--- config.mk ---
export PLATFORM = sky130hd
export DESIGN_NAME = itx_regs
export DESIGN_NICKNAME = d
export VERILOG_FILES = /design/src/itx_regs.v
export VERILOG_INCLUDE_DIRS = /design/src
export SDC_FILE = /design/constraint.sdc
export NUM_CORES = 1
export LEC_CHECK = 0
export ABC_AREA = 1
export BUFFER_PORTS_ARGS = -buffer_cell sky130_fd_sc_hd__buf_2
export CAP_MARGIN = 40
export CORE_MARGIN = 2
export CORE_UTILIZATION = 44
export CTS_CLUSTER_DIAMETER = 50
export DETAILED_ROUTE_END_ITERATION = 10
export PLACE_DENSITY = 0.77
export SYNTH_ARGS = -nofsm -noshare
export SYNTH_HDL_FRONTEND = slang
export SYNTH_SLANG_ARGS = --single-unit
--- constraint.sdc ---
create_clock -name clk -period 1 [get_ports clk]
set_input_delay 0.1 -clock clk [delete_from_list [all_inputs] [get_ports clk]]
set_output_delay 0.1 -clock clk [all_outputs]
set_load 0.1 [all_outputs]
--- src/itx_defs.vh ---
`ifndef ITX_DEFS_VH
`define ITX_DEFS_VH
// register byte offsets
`define ITX_OFF_ACK       8'h2c
`define ITX_OFF_ENA       8'h30
`define ITX_OFF_CTL       8'h34
`define ITX_OFF_MEM       8'h38
// reset values
`define ITX_ACK_RST       32'h0000_0000
`define ITX_ENA_RST       32'h0000_0000
`define ITX_CTL_RST       32'h0000_0000
`define ITX_MEM_RST       32'h0000_0003
// interrupt acknowledge bit positions
`define ITX_B_CIPHER_FAULT 14
`define ITX_B_KEY_SWAP     13
`define ITX_B_COPY_CHANGE  12
`define ITX_B_NEAR_FULL    9
`define ITX_B_MID_FULL     8
`define ITX_B_FAR_FULL     7
`define ITX_B_STAMP_SENT   6
`define ITX_B_PAYLOAD_DONE 5
`define ITX_B_BLOCK_LOSS   4
`define ITX_B_INPUT_FAULT  3
`define ITX_B_LOST_CYCLE   2
`define ITX_B_BANK_FULL    1
`define ITX_B_BANK_EMPTY   0
// writable mask of the acknowledge register (bits 14..12, 9..0)
`define ITX_ACK_MASK      32'h0000_73ff
`define ITX_ENA_MASK      32'h0000_3fff
// control register fields
`define ITX_C_CIPHER_EN   20
`define ITX_C_PIN_EN      19
`define ITX_C_TAG_HI      15
`define ITX_C_TAG_LO      14
`define ITX_C_CHAN_HI     13
`define ITX_C_CHAN_LO     8
`define ITX_C_SPEED_HI    5
`define ITX_C_SPEED_LO    4
`define ITX_C_COPY_HI     3
`define ITX_C_COPY_LO     2
`define ITX_C_PARITY      1
`define ITX_C_SYNC        0
// storable control bits (sync code bit 0 is hardware-owned)
`define ITX_CTL_MASK      32'h0018_ff3e
// queue free-space thresholds in quadlets
`define ITX_FREE_100      12'h064
`define ITX_FREE_256      12'h100
`define ITX_FREE_512      12'h200
`define ITX_FREE_FIVE     12'h005
`define ITX_FREE_ONE      12'h001
// cipher throughput ceiling in Mbit/s, as a bound the data side must respect
`define ITX_CIPHER_MBPS   60
`endif

--- src/itx_regs.v ---
// Notes on behaviour
// flags 2,3,4 self-recover; host still clears them
// cipher fault sets bit 14
// key swap done sets bit 13
// copy level change sets bit 12
// bits 9,8,7 at 100,256,512 free
// 512 flag disabled for half-kilobyte buffer
// stamp sent in header sets bit 6
// payload done or discarded sets bit 5
// bits 4,3,2 block loss, input, lost cycle
// bank full sets bit 1, resets transmitter
// bank empty sets bit 0
// enable bits 13..0, reset zero
// cipher enable; key follows copy level
// cipher average rate at most 60 Mbps
// bits 15..14 form header tag
// bits 13..8 form channel number
// bits 5..4 select transmit speed
// copy field tracks pins when pin-enable set
// parity write swaps key next packet
// cipher off: parity is plain storage
// sync code follows its payload
// read-only buffer status, reset value three
// irq when enabled acknowledge bit set
// host disables, drains, then resets transmitter
//
// The strobed register port was decided locally.
`timescale 1ns/1ns
`default_nettype none
`include "itx_defs.vh"

module itx_regs #(
    parameter FREE_W = 12                   // width of free-space count
)(
    // clock and reset
    input  wire              clk,
    input  wire              rst_n,
    // register port
    input  wire [7:0]        reg_addr,
    input  wire [31:0]       reg_wdata,
    input  wire              reg_wr,
    input  wire              reg_rd,
    output reg  [31:0]       reg_rdata,
    // queue state from the transmit memory
    input  wire [FREE_W-1:0] queue_free,
    input  wire              queue_full,
    input  wire              queue_empty,
    input  wire              half_k_buffer,
    // events from the data path
    input  wire              cipher_fault_evt,
    input  wire              stamp_sent_evt,
    input  wire              payload_done_evt,
    input  wire              block_loss_evt,
    input  wire              input_fault_evt,
    input  wire              lost_cycle_evt,
    input  wire              packet_start,
    // application pins
    input  wire [1:0]        copy_level_pins,
    input  wire              sync_code_pin,
    input  wire              sync_code_valid,
    // header, cipher and reset controls to the data path, and the interrupt request
    output reg               cipher_enable,
    output reg  [1:0]        hdr_tag,
    output reg  [5:0]        hdr_channel,
    output reg  [1:0]        tx_speed,
    output reg  [1:0]        cipher_copy_level,
    output reg               cipher_key_parity,
    output reg               hdr_key_parity,
    output reg               hdr_sync_code,
    output reg               iso_transmitter_reset,
    output wire              tx_irq
);

    // software-visible and internal state
    reg  [31:0] tx_interrupt_ack;           // sticky event flags
    reg  [31:0] tx_interrupt_enable;        // per-flag enable, none for the cipher fault flag
    reg  [31:0] tx_control;                 // stored control bits
    reg  [31:0] tx_memory_status;           // registered buffer status
    reg  [1:0]  copy_pin_q;                 // registered copy pins
    reg         pend_key_swap;              // key swap waiting for next packet
    reg         pend_copy_swap;             // copy change waiting for next packet
    reg  [2:0]  prev_levels;                // previous threshold levels
    reg         prev_full;                  // previous full level
    reg         prev_empty;                 // previous empty level

    // decoded accesses
    wire wr_ack = reg_wr && (reg_addr == `ITX_OFF_ACK);
    wire wr_ena = reg_wr && (reg_addr == `ITX_OFF_ENA);
    wire wr_ctl = reg_wr && (reg_addr == `ITX_OFF_CTL);

    // copy level in force: pins or stored field
    wire [1:0] copy_now = tx_control[`ITX_C_PIN_EN] ? copy_pin_q
                        : tx_control[`ITX_C_COPY_HI:`ITX_C_COPY_LO];

    // threshold levels: 100, 256, 512 quadlets or fewer free
    wire lvl_100 = (queue_free <= `ITX_FREE_100);
    wire lvl_256 = (queue_free <= `ITX_FREE_256);
    wire lvl_512 = (queue_free <= `ITX_FREE_512) && !half_k_buffer;
    wire [2:0] levels = {lvl_100, lvl_256, lvl_512};

    // parity write that changes the bit while ciphering
    wire parity_flip = wr_ctl && tx_control[`ITX_C_CIPHER_EN]
                     && (reg_wdata[`ITX_C_PARITY] != tx_control[`ITX_C_PARITY]);

    // copy level change seen by the cipher
    wire copy_change = tx_control[`ITX_C_CIPHER_EN] && (copy_now != cipher_copy_level);

    // key swap completes on a packet boundary
    wire key_swap_done = packet_start && (pend_key_swap || pend_copy_swap);

    // collected events, one bit per flag
    // level-type sources (thresholds, full, empty) are turned into edges here,
    // so a queue that sits at a threshold raises its flag only once; software
    // clearing the flag while the level stays high is not re-notified until
    // the level has dropped and risen again
    // pulse-type sources come straight from the data path and must be one
    // cycle wide, otherwise a clear in the middle of a long pulse is lost
    reg [31:0] events;

    // event vector from edges and pulses
    always @*
    begin
        events = 32'h0000_0000;
        events[`ITX_B_CIPHER_FAULT] = cipher_fault_evt;
        events[`ITX_B_KEY_SWAP]     = key_swap_done;
        events[`ITX_B_COPY_CHANGE]  = copy_change;
        events[`ITX_B_NEAR_FULL]    = levels[2] && !prev_levels[2];
        events[`ITX_B_MID_FULL]     = levels[1] && !prev_levels[1];
        events[`ITX_B_FAR_FULL]     = levels[0] && !prev_levels[0];
        events[`ITX_B_STAMP_SENT]   = stamp_sent_evt;
        events[`ITX_B_PAYLOAD_DONE] = payload_done_evt;
        events[`ITX_B_BLOCK_LOSS]   = block_loss_evt;
        events[`ITX_B_INPUT_FAULT]  = input_fault_evt;
        events[`ITX_B_LOST_CYCLE]   = lost_cycle_evt;
        events[`ITX_B_BANK_FULL]    = queue_full && !prev_full;
        events[`ITX_B_BANK_EMPTY]   = queue_empty && !prev_empty;
    end

    // acknowledge flags: software writes a one to clear, a new event wins
    // flags 2..4 only inform; the data path recovers on its own
    always @(posedge clk)
    begin
        if (!rst_n)
        begin
            tx_interrupt_ack <= `ITX_ACK_RST;
        end
        else
        begin
            tx_interrupt_ack <= ((tx_interrupt_ack & ~(wr_ack ? reg_wdata : 32'h0000_0000))
                                | events) & `ITX_ACK_MASK;
        end
    end

    // enable register, bits 13..0 only
    always @(posedge clk)
    begin
        if (!rst_n)
        begin
            tx_interrupt_enable <= `ITX_ENA_RST;
        end
        else if (wr_ena)
        begin
            tx_interrupt_enable <= reg_wdata & `ITX_ENA_MASK;
        end
    end

    // control register; copy field frozen while pins drive it
    always @(posedge clk)
    begin
        if (!rst_n)
        begin
            tx_control <= `ITX_CTL_RST;
        end
        else if (wr_ctl)
        begin
            tx_control <= reg_wdata & `ITX_CTL_MASK;
            if (tx_control[`ITX_C_PIN_EN] && reg_wdata[`ITX_C_PIN_EN])
            begin
                // read-only while pins are enabled
                tx_control[`ITX_C_COPY_HI:`ITX_C_COPY_LO] <=
                    tx_control[`ITX_C_COPY_HI:`ITX_C_COPY_LO];
            end
        end
    end

    // cipher key state: level moves on a copy change, parity on a packet start with a key swap pending or whenever the cipher is off
    always @(posedge clk)
    begin
        if (!rst_n)
        begin
            cipher_copy_level <= 2'h0;
            cipher_key_parity <= 1'b0;
            pend_key_swap     <= 1'b0;
            pend_copy_swap    <= 1'b0;
        end
        else
        begin
            // new level noted at once, key switched on the next packet
            if (copy_change)
            begin
                cipher_copy_level <= copy_now;
                pend_copy_swap    <= 1'b1;
            end
            else if (packet_start)
            begin
                pend_copy_swap <= 1'b0;
            end
            // parity flip arms a swap; a flip in the same cycle as a packet waits one more
            if (parity_flip)
            begin
                pend_key_swap <= 1'b1;
            end
            else if (packet_start)
            begin
                pend_key_swap <= 1'b0;
            end
            if (packet_start && pend_key_swap)
            begin
                cipher_key_parity <= tx_control[`ITX_C_PARITY];
            end
            else if (!tx_control[`ITX_C_CIPHER_EN])
            begin
                cipher_key_parity <= tx_control[`ITX_C_PARITY];
            end
        end
    end

    // header fields, registered; rate limit is the data path's pacing
    always @(posedge clk)
    begin
        if (!rst_n)
        begin
            cipher_enable  <= 1'b0;
            hdr_tag        <= 2'h0;
            hdr_channel    <= 6'h00;
            tx_speed       <= 2'h0;
            hdr_key_parity <= 1'b0;
            hdr_sync_code  <= 1'b0;
            copy_pin_q     <= 2'h0;
        end
        else
        begin
            cipher_enable  <= tx_control[`ITX_C_CIPHER_EN];
            hdr_tag        <= tx_control[`ITX_C_TAG_HI:`ITX_C_TAG_LO];
            hdr_channel    <= tx_control[`ITX_C_CHAN_HI:`ITX_C_CHAN_LO];
            tx_speed       <= tx_control[`ITX_C_SPEED_HI:`ITX_C_SPEED_LO];
            hdr_key_parity <= tx_control[`ITX_C_CIPHER_EN] ? cipher_key_parity
                            : tx_control[`ITX_C_PARITY];
            copy_pin_q     <= copy_level_pins;
            // sync code caught with the payload word it came with
            if (sync_code_valid)
            begin
                hdr_sync_code <= sync_code_pin;
            end
        end
    end

    // buffer status and previous levels for edge detection
    always @(posedge clk)
    begin
        if (!rst_n)
        begin
            tx_memory_status      <= `ITX_MEM_RST;
            prev_levels           <= 3'b000;
            prev_full             <= 1'b0;
            prev_empty            <= 1'b1;
            iso_transmitter_reset <= 1'b0;
        end
        else
        begin
            tx_memory_status <= {25'h000_0000, lvl_100, lvl_256,
                                 (queue_free <= `ITX_FREE_512),
                                 queue_full,
                                 (queue_free == `ITX_FREE_ONE),
                                 (queue_free >= `ITX_FREE_FIVE),
                                 queue_empty};
            prev_levels      <= levels;
            prev_full        <= queue_full;
            prev_empty       <= queue_empty;
            // a full bank is fatal: one-cycle self reset of the transmitter
            iso_transmitter_reset <= queue_full && !prev_full;
        end
    end

    // interrupt request: any enabled flag
    // kept combinational so a clear or a mask write drops it in the same
    // cycle the register changes; the enable has no bit for the cipher
    // fault flag, so that flag is only seen by polling
    assign tx_irq = |(tx_interrupt_ack & tx_interrupt_enable);

    // read data one cycle after the strobe; unmapped reads give zero
    // the bus is driven to zero outside the read slot so that several
    // register blocks can be or-ed onto one return path without a mux
    // host-side reset ordering is left to software
    always @(posedge clk)
    begin
        if (!rst_n)
        begin
            reg_rdata <= 32'h0000_0000;
        end
        else if (reg_rd)
        begin
            case (reg_addr)
                `ITX_OFF_ACK: reg_rdata <= tx_interrupt_ack;
                `ITX_OFF_ENA: reg_rdata <= tx_interrupt_enable;
                `ITX_OFF_CTL: reg_rdata <= {tx_control[31:4], copy_now,
                                            tx_control[1], hdr_sync_code};
                `ITX_OFF_MEM: reg_rdata <= tx_memory_status;
                default:      reg_rdata <= 32'h0000_0000;
            endcase
        end
        else
        begin
            reg_rdata <= 32'h0000_0000;
        end
    end

endmodule
`default_nettype wire

; Word-level counts from Yosys, hierarchy flattened
; Cells that the tools add are included.
[word_totals]
regBits = 132
inputBits = 70
out_inout_bits = 50
wordCells = 73
[op_classes]
magnitude_cmp = 4
eq_ne = 7
muxes = 8
bitwise_logic = 5
reduce_logical = 27
[op_table]
columns = operator, n
row1 = $pmux 32 s4, 1
row2 = $eq 8x6->1 const B, 4
row3 = $reduce_or 32->1, 1
row4 = $and 15x14->15, 1
row5 = $and 15x15->15, 1
row6 = $logic_and 1x1->1, 15
row7 = $mux 15, 1
row8 = $not 15->15, 1
row9 = $or 15x15->15, 1
row10 = $eq 12x1->1 const B, 1
row11 = $ge 12x3->1 const B, 1
row12 = $le 12x10->1 const B, 1
row13 = $le 12x7->1 const B, 1
row14 = $le 12x9->1 const B, 1
row15 = $logic_not 1->1, 6
row16 = $mux 1, 5
row17 = $reduce_and 2->1, 2
row18 = $reduce_bool 2->1, 2
row19 = $mux 2, 1
row20 = $ne 2x2->1, 1
row21 = $logic_or 1x1->1, 1
row22 = $ne 1x1->1, 1
row23 = $not 1->1, 1

; Depth between registers and ports, before layout
[depth]
word_depth = 6
ltp_mapped = 9
depth_no_buf = 9

; Least setup slack after synthesis
; No wires, ideal clock.
[synth_path]
kind = register to register
start = register cipher_copy_level[1]
end = register pend_copy_swap
setup_ns = 0.123
arrival_ns = 1.427
path_slack_ns = -0.550
stages_incl_launch_ff = 6
n_path_buf = 0
period_less_slack_ns = 1.550
path_cell_list = dfxtp_1 inv_1 nand2_1 nand2_1 o21ai_0 nand2_1
[synth_via]
elab_chain_cells = 3
[synth_lines]
columns = element, line
row1 = "start, declared", itx_regs.v:66  ; output reg [1:0] cipher_copy_level,
row2 = "start signal, assigned", itx_regs.v:201  ; cipher_copy_level <= copy_now;
row3 = $ne 2x2->1 (*), itx_regs.v:106  ; wire copy_change = tx_control[`ITX_C_CIPHER_EN] && (copy_now != cipher_copy_level);
row4 = $logic_and 1x1->1 (*), itx_regs.v:106
row5 = $mux 1 or $reduce_bool 2->1 (tied branches), --
row6 = "end signal, assigned", itx_regs.v:194  ; pend_copy_swap <= 1'b0;
row7 = "end signal, assigned", itx_regs.v:202  ; pend_copy_swap <= 1'b1;
row8 = "end signal, assigned", itx_regs.v:206  ; pend_copy_swap <= 1'b0;
row9 = "end, declared", itx_regs.v:81  ; reg pend_copy_swap;
; Every way passes the cells marked *; elsewhere a longest branch is shown, timed or not.
; A chain may end at the register's enable or synchronous reset.

; Worst setup path after layout
[layout_path]
start = register tx_interrupt_ack[4]
end = output port tx_irq
[layout_via]
elab_chain_cells = 2
[layout_lines]
columns = element, line
row1 = "start, declared", itx_regs.v:75  ; reg [31:0] tx_interrupt_ack;
row2 = "start signal, assigned", itx_regs.v:145  ; tx_interrupt_ack <= `ITX_ACK_RST;
row3 = "start signal, assigned", itx_regs.v:149  ; tx_interrupt_ack <= ((tx_interrupt_ack & ~(wr_ack ? reg_wdata : 32'h0000_0000))
row4 = $and 15x14->15, itx_regs.v:289  ; assign tx_irq = |(tx_interrupt_ack & tx_interrupt_enable);
row5 = $reduce_or 32->1, itx_regs.v:289
row6 = "end, declared", itx_regs.v:71  ; output wire tx_irq
; No other way between the ends.

==> out/metrics.yaml <==
flow_run:
  cap_violations: 0
final_layout:
  regArea_um2: 1852
  nNetsFinal: 765
  fillers: 638
  utilization_pct: 71.39
  n_antenna_cell: 0
  area_growth_pct: 56.96
  finalInstanceArea_um2: 5896
  multi_input_area_um2: 1729
  drive_gt1_share_pct: 36.86
synth:
  synth_seq_cells: 89
  synth_top_cell_area_share_pct: 47.44
  synth_xor_area_share_pct: 0.4664
  synth_mux_area_share_pct: 0
  synth-simple-area-share_pct: 31.95
  yosysMostFrequentCell: "nand2_1"
  synth_edf_count: 0
  synth_top_family_by_area: "simple AND/OR/NAND/NOR gates"
  ys_top_cells_by_area: "dfxtp_1, nand2_1, nor2_1"
  ys_top_cells_by_count: "nand2_1, dfxtp_1, nor2_1, inv_1, nand3_1"
  yosys_warnings: 0
  synth_area_um2: 3756
  synth-adder-area-share_pct: 0
  synth.distinct_cells: 30
  yosys.area.top_type: "dfxtp_1"
  postSynth.asyncResetShare_pct: 0
  synthCells: 524
  synthFlopType: "dfxtp_1"
  syn_area_per_cell_um2: 7.168
  synth_compound_area_share_pct: 8.628
  ys_seq_area_share_pct: 47.44
place:
  routabilityCongestion: 0.8668
  place_ws_ns: -0.3232
  place_area_um2: 5299
  dp_hpwl_um: 8186
  io_buffers: 91
routing:
  drc: 0
  wl_per_cell_um: 14.28
  wl_um: 11500
  avgViaCountPerCell: 5.019
  drtAntennaViolNets: 0
  dr.pass1.iters: 5
  via_count: 4040
  first_iter_violations: 209
clock_network:
  insertion_delay_ns: 0.37
  h-tree-depth: 3
  root_buffer: "clkbuf_8"
  cts_tree: "yes"
  cts.sinks: 89
  clk_pin_slew_ns: 0.10
  numCtsBuffers: 9
  cts_buffer_depth: 2
setup_path:
  end_kind: "output port"
  path_cells: "a221oi_4, nand3_4, buf_12"
  required_ns: 0.90
  startpoint_type: "register"
  crit_fanout: 2
  reg2reg_from: "tx_control[19]"
  slowest_delay_ns: 0.36
  crit_path_top_delay_cell: "dfxtp_1"
  cp_num_buf_inv: 1
  critPathTopFamily: "flip-flops"
  crit_type: "register to output port"
  worstPathArrival_ns: 1.39
  crit_path_start: "tx_interrupt_ack[4]"
timing:
  fmax_mhz: 668.9
  finalClockSkew_ns: 0.01006
  period_needed_ns: 1.495
  whs_ns: -0.002479
  timing.final.crit_share_pct: 149.5
  setup_slack_ns: -0.4949
  slew_viol_final: 0
  setup_viol: 13
  hold_violations: 1
  rsz0062_at_grt: "true"
worst_hold_path:
  hold_path_class: "input port to register"
  hp-start: "reg_wdata[0]"
global_route:
  grt_pass1_vias: 3881
  grt_antenna_before_repair: 0
  gr-total-overflow: 0
  grt_usage_pct: 25.75
  grt_max_degree: 24
  grt_pass1_wl_um: 18020
power:
  p_per_area_nw_per_um2: 1190
  vdd_drop_max_v: 0.0007004
  total_power_mw: 7.015
  p_leak_nw: 2.786
die:
  start_util_pct: 45.48
  die_y_um: 96.40
  dieArea_um2: 9292
  core_um2: 8258
  die_x_um: 96.40
  row_count: 33
  io_pins: 120
run_status:
  run_status: "finished with violations"
  violations: "hold timing, setup timing"
[repair_timing]
| action | CTS | global route |
|---|---|---|
| pin swaps | 11 | 12 |
| hold buffers | 23 | 0 |
| cloned | 0 | 0 |
| setup endpoints to repair | 14 | 46 |
| hold endpoints to repair | 21 | 0 |
| gates resized for setup | 29 | 17 |
| buffers inserted | 2 | 1 |
[stage by stage]
stage | hold slack, ns | TNS (ns) | instances
2_1_floorplan | 0.1691 | -0.06066 | 537
5_1_grt | 0.00006226 | -1.505 | 805
6_report | -0.002479 | -0.8591 | 805
4_1_cts | 0.003092 | -0.8433 | 804
3_5_place_dp | 0.2825 | -13.06 | 763
3_3_place_gp | 0.2705 | -10.71 | 763
[final timing paths]
path,end,slack [ns],cells after the start
worst max-delay path,tx_irq,-0.49,3
worst min-delay path,tx_interrupt_enable[0],-0.002,3
worst max register to register,pend_copy_swap,-0.08,6
worst min register to register,hdr_tag[1],0.44,2
[worst reg2reg max path: stages, from the launching register on]
cell and delay, ns:
dfxtp_4 0.40, inv_2 0.05, nand2_2 0.07, nand2_4 0.06, xor2_2 0.14, o21ai_2 0.19, nand2_1 0.08
[kinds of logic after synthesis]
logic type / after synthesis
xor gates and xnor gates: 2
DFF: 89
other: 1
buffers and inverters: 93
AOI/OAI and AO/OA: 61
and+or+nand+nor: 278
[area by class of cell]
class | instances | share of cell area (%)
clock buffers | 9 | 2.101
clock inverters | 7 | 1.337
inverters | 63 | 4.011
multi-input cells | 355 | 29.33
flip-flops and latches | 89 | 31.41
well taps | 105 | 2.228
repair buffers | 177 | 29.58
[layout by cell type (no fill, tap or decap), types with 3 or more instances in the layout]
cell	Yosys	routed
inv_1	59	55
inv_2	4	8
o21ai_0	16	13
nand2_2	3	15
nand3_1	41	40
nor3_1	19	17
buf_12	0	39
dfxtp_1	89	45
nand4_1	3	3
buf_2	7	55
dfxtp_2	0	38
nand2_1	142	129
conb_1	1	14
dlygate4sd3_1	0	23
nor2_2	2	5
o21ai_1	10	11
nor2_1	60	57
a21oi_1	29	29
buf_4	15	58
dfxtp_4	0	6
a221oi_4	0	3
clkbuf_8	0	9
[metal layers]
metal  GRT usage [%]  vias to the layer above  wire length, um
met5               0                        -                0
met4           11.27                        0              428
met3           4.732                       46              835
met2           45.08                      209             5708
met1           30.80                     1826             4523
li1                -                     1959                -
[registers in the layout (all words and copies together), names as in the netlist]
register and flops:
iso_transmitter_reset 1, reg_rdata 18, hdr_tag 2, prev_levels 1, cipher_copy_level 2, tx_interrupt_ack 13, tx_interrupt_enable 14, hdr_sync_code 1
hdr_channel 6, tx_speed 2, hdr_key_parity 1, tx_control 15, pend_key_swap 1, copy_pin_q 2, tx_memory_status 7, cipher_key_parity 1
pend_copy_swap 1, cipher_enable 1
[power breakdown]
group          internal, mW  switching, mW  leakage [nW]
logic                 0.287          0.574          1.94
registers              3.57         0.0352         0.744
clock network          1.18           1.37        0.0977
(Power assumes the default switching activity.)
